File: config.mk
export PLATFORM = sky130hd
export DESIGN_NAME = ddio_top
export DESIGN_NICKNAME = d
export VERILOG_FILES = /design/src/rtl/ddio_pkg.sv /design/src/rtl/ddio_group.sv /design/src/rtl/ddio_top.sv
export SDC_FILE = /design/constraint.sdc
export NUM_CORES = 1
export LEC_CHECK = 0
export ABC_AREA = 1
export BUFFER_PORTS_ARGS = -buffer_cell sky130_fd_sc_hd__buf_2
export CORE_MARGIN = 2
export CORE_UTILIZATION = 53
export CTS_CLUSTER_SIZE = 12
export DETAILED_ROUTE_END_ITERATION = 6
export HOLD_SLACK_MARGIN = 0.03
export PLACE_DENSITY = 0.83
export SETUP_SLACK_MARGIN = 0.02
export SLEW_MARGIN = 20
export SYNTH_ARGS = -nofsm -noshare
export SYNTH_HDL_FRONTEND = slang
export SYNTH_SLANG_ARGS = --single-unit
File: constraint.sdc
create_clock -name i_clk -period 3.5 [get_ports i_clk]
set_input_delay 0.525 -clock i_clk [delete_from_list [all_inputs] [get_ports i_clk]]
set_output_delay 0.525 -clock i_clk [all_outputs]
set_load 0.05 [all_outputs]
File: src/rtl/ddio_pkg.sv
package ddio_pkg;
  // ==========================================================
  // register offsets within the sixteen-byte window
  localparam logic [3:0] DDIO_OFF_G0_FIRST  = 4'h0;
  localparam logic [3:0] DDIO_OFF_G0_SECOND = 4'h1;
  localparam logic [3:0] DDIO_OFF_G0_THIRD  = 4'h2;
  localparam logic [3:0] DDIO_OFF_G0_DIR    = 4'h3;
  localparam logic [3:0] DDIO_OFF_G1_FIRST  = 4'h4;
  localparam logic [3:0] DDIO_OFF_G1_SECOND = 4'h5;
  localparam logic [3:0] DDIO_OFF_G1_THIRD  = 4'h6;
  localparam logic [3:0] DDIO_OFF_G1_DIR    = 4'h7;
  localparam logic [3:0] DDIO_OFF_IRQ_EN    = 4'hb;
  localparam logic [3:0] DDIO_OFF_IRQ_STAT  = 4'hf;

  // ==========================================================
  // direction register field positions (1 = input)
  localparam int DDIO_DIR_THIRD_LO = 0;
  localparam int DDIO_DIR_SECOND   = 1;
  localparam int DDIO_DIR_THIRD_HI = 3;
  localparam int DDIO_DIR_FIRST    = 4;
  localparam int DDIO_DIR_SET      = 7;
  localparam logic [7:0] DDIO_DIR_RD_MASK  = 8'h1b;
  localparam logic [4:0] DDIO_DIR_RESET    = 5'h1f;

  // ==========================================================
  // interrupt enable fields and reset values
  localparam int DDIO_IEN_HW0 = 6;
  localparam int DDIO_IEN_HW1 = 7;
  localparam logic [5:0] DDIO_COS_DIS_RESET = 6'h3f;
  localparam logic [5:0] DDIO_STAT_RESET    = 6'h00;
endpackage : ddio_pkg

File: src/rtl/ddio_group.sv
// one 24-line group: sync, direction, output latch, change and edge detect
module ddio_group
  import ddio_pkg::*;
(
  // clock and reset
  input  wire logic        i_clk,
  input  wire logic        i_rstn,
  // pins
  input  wire logic [23:0] i_pin,
  // host side
  input  wire logic        i_wr,
  input  wire logic [1:0]  i_sel,
  input  wire logic [7:0]  i_wdata,
  // state out
  output logic      [23:0] o_level,
  output logic      [23:0] o_drive,
  output logic      [23:0] o_oe,
  output logic      [7:0]  o_dir_rd,
  output logic      [2:0]  o_change,
  output logic             o_bit3_rise
);
  logic [23:0] s1_q, s2_q, s3_q;
  logic [23:0] drv_q;
  logic [2:0]  written_q;
  logic [4:0]  dir_q;
  logic [23:0] in_mask;

  // ==========================================================
  // three-stage sync; a change or edge counts while stages 2 and 3 differ
  always_ff @(posedge i_clk or negedge i_rstn) begin
    if (!i_rstn) begin
      s1_q <= '0;
      s2_q <= '0;
      s3_q <= '0;
    end else begin
      s1_q <= i_pin;
      s2_q <= s1_q;
      s3_q <= s2_q;
    end
  end

  // ==========================================================
  // direction bits; all inputs after reset
  always_ff @(posedge i_clk or negedge i_rstn) begin
    if (!i_rstn) begin
      dir_q <= DDIO_DIR_RESET;
    end else if (i_wr && i_sel == 2'd3) begin
      dir_q <= {i_wdata[DDIO_DIR_FIRST], i_wdata[DDIO_DIR_THIRD_HI], 1'b0,
                i_wdata[DDIO_DIR_SECOND], i_wdata[DDIO_DIR_THIRD_LO]};
    end
  end

  // per-line input flag, third port split in nybbles
  assign in_mask = {{4{dir_q[3]}}, {4{dir_q[0]}}, {8{dir_q[1]}}, {8{dir_q[4]}}};

  // ==========================================================
  // output latch; input lines of unwritten ports track the pins so the switch is glitch-free
  for (genvar p = 0; p < 3; p++) begin : g_port
    always_ff @(posedge i_clk or negedge i_rstn) begin
      if (!i_rstn) begin
        written_q[p]       <= 1'b0;
        drv_q[p*8 +: 8]    <= 8'h00;
      end else if (i_wr && i_sel == p[1:0]) begin
        written_q[p]       <= 1'b1;
        drv_q[p*8 +: 8]    <= i_wdata;
      end else if (!written_q[p]) begin
        drv_q[p*8 +: 8]    <= s3_q[p*8 +: 8] & in_mask[p*8 +: 8] |
                              drv_q[p*8 +: 8] & ~in_mask[p*8 +: 8];
      end
    end
    assign o_change[p] = |(s2_q[p*8 +: 8] ^ s3_q[p*8 +: 8]);
  end

  assign o_drive     = drv_q;
  assign o_oe        = ~in_mask;
  assign o_level     = (s3_q & in_mask) | (drv_q & ~in_mask);
  assign o_dir_rd    = {3'b000, dir_q} & DDIO_DIR_RD_MASK;
  assign o_bit3_rise = s2_q[19] & ~s3_q[19];
endmodule : ddio_group

File: src/rtl/ddio_top.sv
module ddio_top
  import ddio_pkg::*;
(
  // clock and reset
  input  wire logic        i_clk,
  input  wire logic        i_rstn,
  // host register port, offset within the window
  input  wire logic [3:0]  i_addr,
  input  wire logic        i_rd,
  input  wire logic        i_wr,
  input  wire logic [7:0]  i_wdata,
  output logic      [7:0]  o_rdata,
  // hardware enables for the bit-3 edge interrupt, one per group
  input  wire logic        i_group0_edge_irq_hw_enable,
  input  wire logic        i_group1_edge_irq_hw_enable,
  // field lines, group 1 in the upper half
  input  wire logic [47:0] i_pin,
  output logic      [47:0] o_pin,
  output logic      [47:0] o_pin_oe,
  // interrupt request
  output logic             o_irq
);
  logic [47:0] level, drive, oe;
  logic [7:0]  dir_rd [2];
  logic [5:0]  change;
  logic [1:0]  rise;
  logic [1:0]  hw_s1_q, hw_s2_q, hw_s3_q, hw_en;
  logic [5:0]  cos_dis_q;
  logic [5:0]  stat_q;
  logic [1:0]  armed_q;
  logic        edge_pend_q;
  logic        stat_clr, ien_acc;
  logic [7:0]  rdata_d;

  assign stat_clr = i_wr && i_addr == DDIO_OFF_IRQ_STAT;
  assign ien_acc  = (i_rd || i_wr) && i_addr == DDIO_OFF_IRQ_EN;

  // ==========================================================
  // two groups from one module
  for (genvar g = 0; g < 2; g++) begin : g_grp
    ddio_group u_grp (
      .i_clk       (i_clk),
      .i_rstn      (i_rstn),
      .i_pin       (i_pin[g*24 +: 24]),
      .i_wr        (i_wr && i_addr[3] == 1'b0 && i_addr[2] == g[0]),
      .i_sel       (i_addr[1:0]),
      .i_wdata     (i_wdata),
      .o_level     (level[g*24 +: 24]),
      .o_drive     (drive[g*24 +: 24]),
      .o_oe        (oe[g*24 +: 24]),
      .o_dir_rd    (dir_rd[g]),
      .o_change    (change[g*3 +: 3]),
      .o_bit3_rise (rise[g])
    );
  end

  // ==========================================================
  // pin outputs registered
  always_ff @(posedge i_clk or negedge i_rstn) begin
    if (!i_rstn) begin
      o_pin    <= '0;
      o_pin_oe <= '0;
    end else begin
      o_pin    <= drive;
      o_pin_oe <= oe;
    end
  end

  // ==========================================================
  // jumper enables come from outside, so synchronise them too
  always_ff @(posedge i_clk or negedge i_rstn) begin
    if (!i_rstn) begin
      hw_s1_q <= 2'b00;
      hw_s2_q <= 2'b00;
      hw_s3_q <= 2'b00;
      hw_en   <= 2'b00;
    end else begin
      hw_s1_q <= {i_group1_edge_irq_hw_enable, i_group0_edge_irq_hw_enable};
      hw_s2_q <= hw_s1_q;
      hw_s3_q <= hw_s2_q;
      for (int k = 0; k < 2; k++) begin
        if (hw_s2_q[k] == hw_s3_q[k]) begin
          hw_en[k] <= hw_s3_q[k];
        end
      end
    end
  end

  // ==========================================================
  // change-detect disables: written 1 disables, reset disables all
  always_ff @(posedge i_clk or negedge i_rstn) begin
    if (!i_rstn) begin
      cos_dis_q <= DDIO_COS_DIS_RESET;
    end else if (i_wr && i_addr == DDIO_OFF_IRQ_EN) begin
      cos_dis_q <= i_wdata[5:0];
    end
  end

  // ==========================================================
  // edge arming; losing the jumper disarms so replug needs a new access
  always_ff @(posedge i_clk or negedge i_rstn) begin
    if (!i_rstn) begin
      armed_q <= 2'b00;
    end else begin
      for (int k = 0; k < 2; k++) begin
        if (!hw_en[k]) begin
          armed_q[k] <= 1'b0;
        end else if (ien_acc) begin
          armed_q[k] <= 1'b1;
        end
      end
    end
  end

  // ==========================================================
  // sticky change flags; a new event beats a same-cycle clear
  always_ff @(posedge i_clk or negedge i_rstn) begin
    if (!i_rstn) begin
      stat_q <= DDIO_STAT_RESET;
    end else begin
      stat_q <= (stat_clr ? 6'h00 : stat_q) | (change & ~cos_dis_q);
    end
  end

  // edge events have no status bit, so hold a pending flag for them
  always_ff @(posedge i_clk or negedge i_rstn) begin
    if (!i_rstn) begin
      edge_pend_q <= 1'b0;
    end else begin
      edge_pend_q <= (edge_pend_q & ~stat_clr) | |(rise & armed_q);
    end
  end

  // ==========================================================
  // request held while anything is pending
  always_ff @(posedge i_clk or negedge i_rstn) begin
    if (!i_rstn) begin
      o_irq <= 1'b0;
    end else begin
      o_irq <= ((stat_clr ? 6'h00 : stat_q) != 6'h00) | (change & ~cos_dis_q) != 6'h00
               | (edge_pend_q & ~stat_clr) | |(rise & armed_q);
    end
  end

  // ==========================================================
  // read mux; unused offsets return zero
  always_comb begin
    rdata_d = 8'h00;
    unique case (i_addr)
      DDIO_OFF_G0_FIRST:  rdata_d = level[7:0];
      DDIO_OFF_G0_SECOND: rdata_d = level[15:8];
      DDIO_OFF_G0_THIRD:  rdata_d = level[23:16];
      DDIO_OFF_G0_DIR:    rdata_d = dir_rd[0];
      DDIO_OFF_G1_FIRST:  rdata_d = level[31:24];
      DDIO_OFF_G1_SECOND: rdata_d = level[39:32];
      DDIO_OFF_G1_THIRD:  rdata_d = level[47:40];
      DDIO_OFF_G1_DIR:    rdata_d = dir_rd[1];
      DDIO_OFF_IRQ_EN:    rdata_d = {hw_en[1], hw_en[0], ~cos_dis_q};
      DDIO_OFF_IRQ_STAT:  rdata_d = {2'b00, stat_q};
      default:            rdata_d = 8'h00;
    endcase
  end

  // read data registered: valid the cycle after i_rd
  always_ff @(posedge i_clk or negedge i_rstn) begin
    if (!i_rstn) begin
      o_rdata <= 8'h00;
    end else if (i_rd) begin
      o_rdata <= rdata_d;
    end
  end
endmodule : ddio_top

# Word-level counts from Yosys, hierarchy flattened
# Index checks and enable logic that the tools add are counted.
dict set report totals {
  latchBits 0
  in_bits 66
  mem_count 0
  mem_bits_rw 0
  romBits 0
  register_bits 336
}
dict set report op_classes {
  shifts 0
  n_eq_ne 22
  muxes 17
  multipliers 0
  div_mod_pow 0
  order_cmp 0
  bitwise_logic 54
  n_addsub 0
  n_reduce_logical 26
}
# cell count
set ops {}
lappend ops {{$and A24 B24 Y24} 4}
lappend ops {{$and A8 B8 Y8} 12}
lappend ops {{$mux W8} 12}
lappend ops {{$pmux W8 S10} 1}
lappend ops {{$not A24 Y24} 2}
lappend ops {{$not A8 Y8} 6}
lappend ops {{$or A24 B24 Y24} 2}
lappend ops {{$or A8 B8 Y8} 6}
lappend ops {{$reduce_or A8 Y1} 6}
lappend ops {{$xor A8 B8 Y8} 6}
lappend ops {{$eq A4 B3 Y1 const B} 4}
lappend ops {{$logic_and A1 B1 Y1} 14}
lappend ops {{$ne A2 B2 Y1 const B} 6}
lappend ops {{$reduce_bool A6 Y1} 2}
lappend ops {{$eq A4 B2 Y1 const B} 2}
lappend ops {{$eq A4 B4 Y1 const B} 2}
lappend ops {{$and A6 B6 Y6} 1}
lappend ops {{$mux W6} 1}
lappend ops {{$not A6 Y6} 1}
lappend ops {{$or A6 B6 Y6} 1}
lappend ops {{$not A1 Y1} 5}
lappend ops {{$eq A2 B2 Y1 const B} 2}
lappend ops {{$eq A4 B1 Y1 const B} 1}
lappend ops {{$logic_not A4 Y1} 1}
lappend ops {{10 further kinds} 19}

# Longest topological paths before layout
dict set report depth {
  depth_word 7
  ltp_mapped 11
  depth_no_buf 11
}

# By module
# A second synthesis with hierarchy kept.
dict set report unflattened {
  hier_cells 1211
  area_unflattened_um2 12547.0
}
# module n_inst cells_per_inst seq_area_each_um2 area_per_inst_um2
set by_module_without_submodules {}
lappend by_module_without_submodules {ddio_top 1 393 3210.6 4423.0}
lappend by_module_without_submodules {{ddio_group at g_grp[0].u_grp} 1 417 2582.5 4080.2}
lappend by_module_without_submodules {{ddio_group at g_grp[1].u_grp} 1 401 2582.5 4043.9}

# Worst setup path after synthesis
# OpenSTA, ideal clock, no wires.
dict set report synth_path {
  path_type {register -> output}
  start {reg o_pin_oe[15] (netlist name)}
  end {out o_pin_oe[10]}
  setup_slack_ns 1.979
  t_required_ns 2.975
  stages_incl_launch_ff 2
  t_arrival_ns 0.996
  cell_sequence {dfrtp_1 > buf_4}
}
# item line_no
set synth_lines {}
lappend synth_lines {{end, declared} ddio_top.sv:19} ;# output logic [47:0] o_pin_oe,

# Final worst setup path
dict set report layout_path {
  start {reg g_grp[1].u_grp.dir_q[1]}
  end {reg o_rdata[6]}
}
dict set report layout_via {
  elab_chain_len 4
  word_cells_on_any_way 5
  classes_between {mux: 1; bitwise: 4}
}
# item line_no
set layout_lines {}
lappend layout_lines {{start, declared} ddio_group.sv:25} ;# logic [4:0] dir_q;
lappend layout_lines {{start signal, assigned} ddio_group.sv:48} ;# dir_q <= {i_wdata[DDIO_DIR_FIRST], i_wdata[DDIO_DIR_THIRD_HI], 1'b0,
lappend layout_lines {{$not A24 Y24} ddio_group.sv:76} ;# assign o_level = (s3_q & in_mask) | (drv_q & ~in_mask);
lappend layout_lines {{$and A24 B24 Y24} ddio_group.sv:76}
lappend layout_lines {{$or A24 B24 Y24 (*)} ddio_group.sv:76}
lappend layout_lines {{$pmux W8 S10 (*)} ddio_top.sv:149} ;# unique case (i_addr)
lappend layout_lines {{end signal, assigned} ddio_top.sv:169} ;# o_rdata <= rdata_d;
lappend layout_lines {{end, declared} ddio_top.sv:12} ;# output logic [7:0] o_rdata,
# Every way passes the cells marked *; elsewhere a longest branch is shown, timed or not.
# A chain may end at the register's enable or synchronous reset.

==> results.yml <==
run_status:
  status: "finished clean"
cells_and_area:
  finalNonFillerCells: 1507
  design_area_mm2: 0.0129
  nNetsFinal: 1281
  drive_gt1_share_pct: 22.0
  n_fill_cell: 1586
  n_antenna_cell: 0
  area_delta_synth_final_pct: 17.3
  multi_input_area_mm2: 0.00283
  seqCellArea_mm2: 0.00737
placed_design:
  dp.cells: 1451
  hpwl_um: 17500
  dpl-instance-area_mm2: 0.0119
  gp_congestion: 0.968
  portBuffers: 170
yosys:
  ys_types: 31
  syn_nets: 1124
  synth_ff_type: "dfrtp_1"
  syn_avg_cell_area_um2: 10.4
  synthCells: 1056
  ys_warn_count: 0
  synth-edff-count: 0
  syn_area_mm2: 0.0110
  yosys.area.top_type: "dfrtp_1"
  yosysTopAreaCellShare_pct: 63.8
  synth_area_leaders: "dfrtp_1 (64%), nand2_1 (12%), inv_1 (3.5%), dfstp_2 (3.3%), buf_4 (2.7%)"
  ys_seq_area_share_pct: 67.1
  async_flop_share_pct: 100
  ys_ff_latch: 294
clocking:
  max-clock-path-buffers: 3
  ctsHoldBuffers: 0
  post_cts_resize_count: 0
  clock-root-buffer: "clkbuf_16"
  cts_buffers: 30
  cts_tree: "done"
  post_cts_buffers: 0
  clkLatencyLatePin_ns: 0.54
  clkSlewWorstSetupHoldPaths_ns: 0.06
  cts_max_level: 1
  cts.sinks: 294
timing:
  tns_ns: 0
  setup_viol: 0
  finalMaxSlewViolations: 0
  rsz0062_at_grt: "no"
  post-route-period-util_pct: 52.2
  worstMarginPinSlew_ns: 0.759
  clock_skew_ns: 0.0112
  timing.hold.ws_ns: 0.0334
  slew_headroom_pct: 49.4
  max_freq_mhz: 547
  finalCriticalPeriod_ns: 1.83
  final-hold-violation-count: 0
route:
  wire_per_inst_um: 16.6
  dr.pass1.iters: 5
  vias_per_cell: 5.09
  dr.first_iter.drc_count: 730
  wl_um: 25000
  ant_nets: 0
  drc_errors: 0
  route.vias.total: 7664
global_route:
  antenna_found_initial: 0
  first_global_vias: 7486
  grt_pass1_wl_um: 39700
  grt_max_degree: 100
  grt-ovfl-total: 0
  grt_usage_pct: 23.3
power:
  leakage_uw: 0.00645
  power_density_mw_per_mm2: 793
  vdd_drop_max_mv: 0.434
die:
  chipWidth_um: 148
  die_area_mm2: 0.0219
  coreArea_mm2: 0.0203
  start_util_pct: 54.1
  top_level_ports: 171
  die_h_um: 148
  num_rows: 52
setup_path:
  worstSetupPathType: "reg -> reg"
  start_kind: "flip-flop"
  critPathSlowestCell: "dfstp_2"
  crit_required_ns: 3.93
  crit_arrival_ns: 2.26
  critical_path.top_delay_family: "flip-flops"
  crit_chain: "inv_1 -> o21ai_0 -> o22ai_1 -> nor2_1 -> nand2_1 -> nand2_1 -> nand2_1"
  crit_top_cell: "nand2_1"
  crit_buf_inv: 1
  endpoint_kind: "flip-flop"
  cp_max_fo: 12
  crit_path_max_incr_delay_ns: 0.60
run:
  cap_violations: 0
min_path:
  hold_path.class: "in -> async"
[where the power goes]
group          internal, uW  switching, uW  total [uW]  leakage, uW
Sequential             4030            399        4420      0.00347
Combinational           590           2070        2660      0.00250
Clock                  1890           1230        3120     0.000481
Total                  6510           3710       10200      0.00645
[sequential cells by signal, indices dropped and copies added (netlist names), 8 cells and up]
register / count
g_grp.u_grp.dir_q: 8
g_grp.u_grp.o_drive: 48
g_grp.u_grp.s3_q: 48
o_rdata: 8
o_pin_oe: 8
o_pin: 48
g_grp.u_grp.s1_q: 48
g_grp.u_grp.s2_q: 48
[through the flow]
stage          utilization (%)  setup WS, ns  power [uW]
5_1_grt                   63.5          1.56       10700
3_3_place_gp              58.6          1.55        7070
3_5_place_dp              58.6          1.45        7120
4_1_cts                   63.5          1.67       10300
6_report                  63.5          1.67       10200
2_1_floorplan                -          1.98        6450
[cell families (layout without fill, tap and decap cells)]
group	after synthesis	after routing	synth area share, %
fa+ha+maj	4	4	0.410
buf+inv	166	347	7.12
compound gates	118	118	6.71
mux	1	1	0.0911
xor+xnor	27	27	2.15
simple gates	446	446	16.4
flops	294	294	67.1
[layout make-up]
type,count,area share [%]
clock inverters,2,0.272
inverters,117,3.41
well taps,270,2.62
repair buffers,174,7.11
multi-input cells,596,22.0
clock buffers,54,7.39
flip-flops and latches,294,57.2
[layout by cell type (no fill, tap or decap), drive strengths merged]
| cell type | n |
|---|---|
| a21boi | 1 |
| a21oi | 3 |
| buf | 174 |
| bufinv | 1 |
| clkbuf | 54 |
| clkinv | 2 |
| dfrtp | 280 |
| dfstp | 14 |
| ha | 2 |
| inv | 116 |
| maj3 | 2 |
| mux2i | 1 |
| nand2 | 358 |
| nand3 | 15 |
| nand4 | 2 |
| nor2 | 68 |
| nor3 | 1 |
| o211ai | 27 |
| o21ai | 66 |
| o221ai | 20 |
| o22ai | 1 |
| or2 | 2 |
| xnor2 | 27 |
[per-layer routing]
| metal | up-vias | wire [um] | global-route usage, % |
|---|---|---|---|
| met4 | 0 | 678 | 6.90 |
| li1 | 3591 | - | - |
| met3 | 57 | 1990 | 3.27 |
| met1 | 3665 | 10400 | 33.2 |
| met5 | - | 0 | 0 |
| met2 | 351 | 12000 | 37.6 |
[worst paths after layout]
kind | slack [ns] | cells past startpoint | startpoint | endpoint
min reg2reg | 0.34 | 0 | g_grp[1].u_grp.s1_q[8] | g_grp[1].u_grp.s2_q[8]
min | 0.03 | 1 | i_rstn | g_grp[0].u_grp.s2_q[11]
max reg2reg | 1.67 | 7 | g_grp[1].u_grp.dir_q[1] | o_rdata[6]
min in group i_clk | 0.09 | 1 | i_pin[9] | g_grp[0].u_grp.s1_q[9]
max | 1.67 | 7 | g_grp[1].u_grp.dir_q[1] | o_rdata[6]
max in group asynchronous | 2.55 | 2 | i_rstn | o_pin_oe[7]
[cell usage after synthesis (3+ instances only)]
cell,instances
dfrtp_1,280
nand3_1,14
o211ai_1,27
o21ai_1,6
o21ai_0,60
nor2_2,4
buf_4,40
nor2_1,60
a21oi_1,3
dfstp_2,14
o221ai_1,20
inv_1,101
buf_2,6
inv_2,15
nand2_2,14
nor2_4,4
nand2_1,342
xnor2_1,27
No activity file was read; power rests on OpenSTA's default activity.
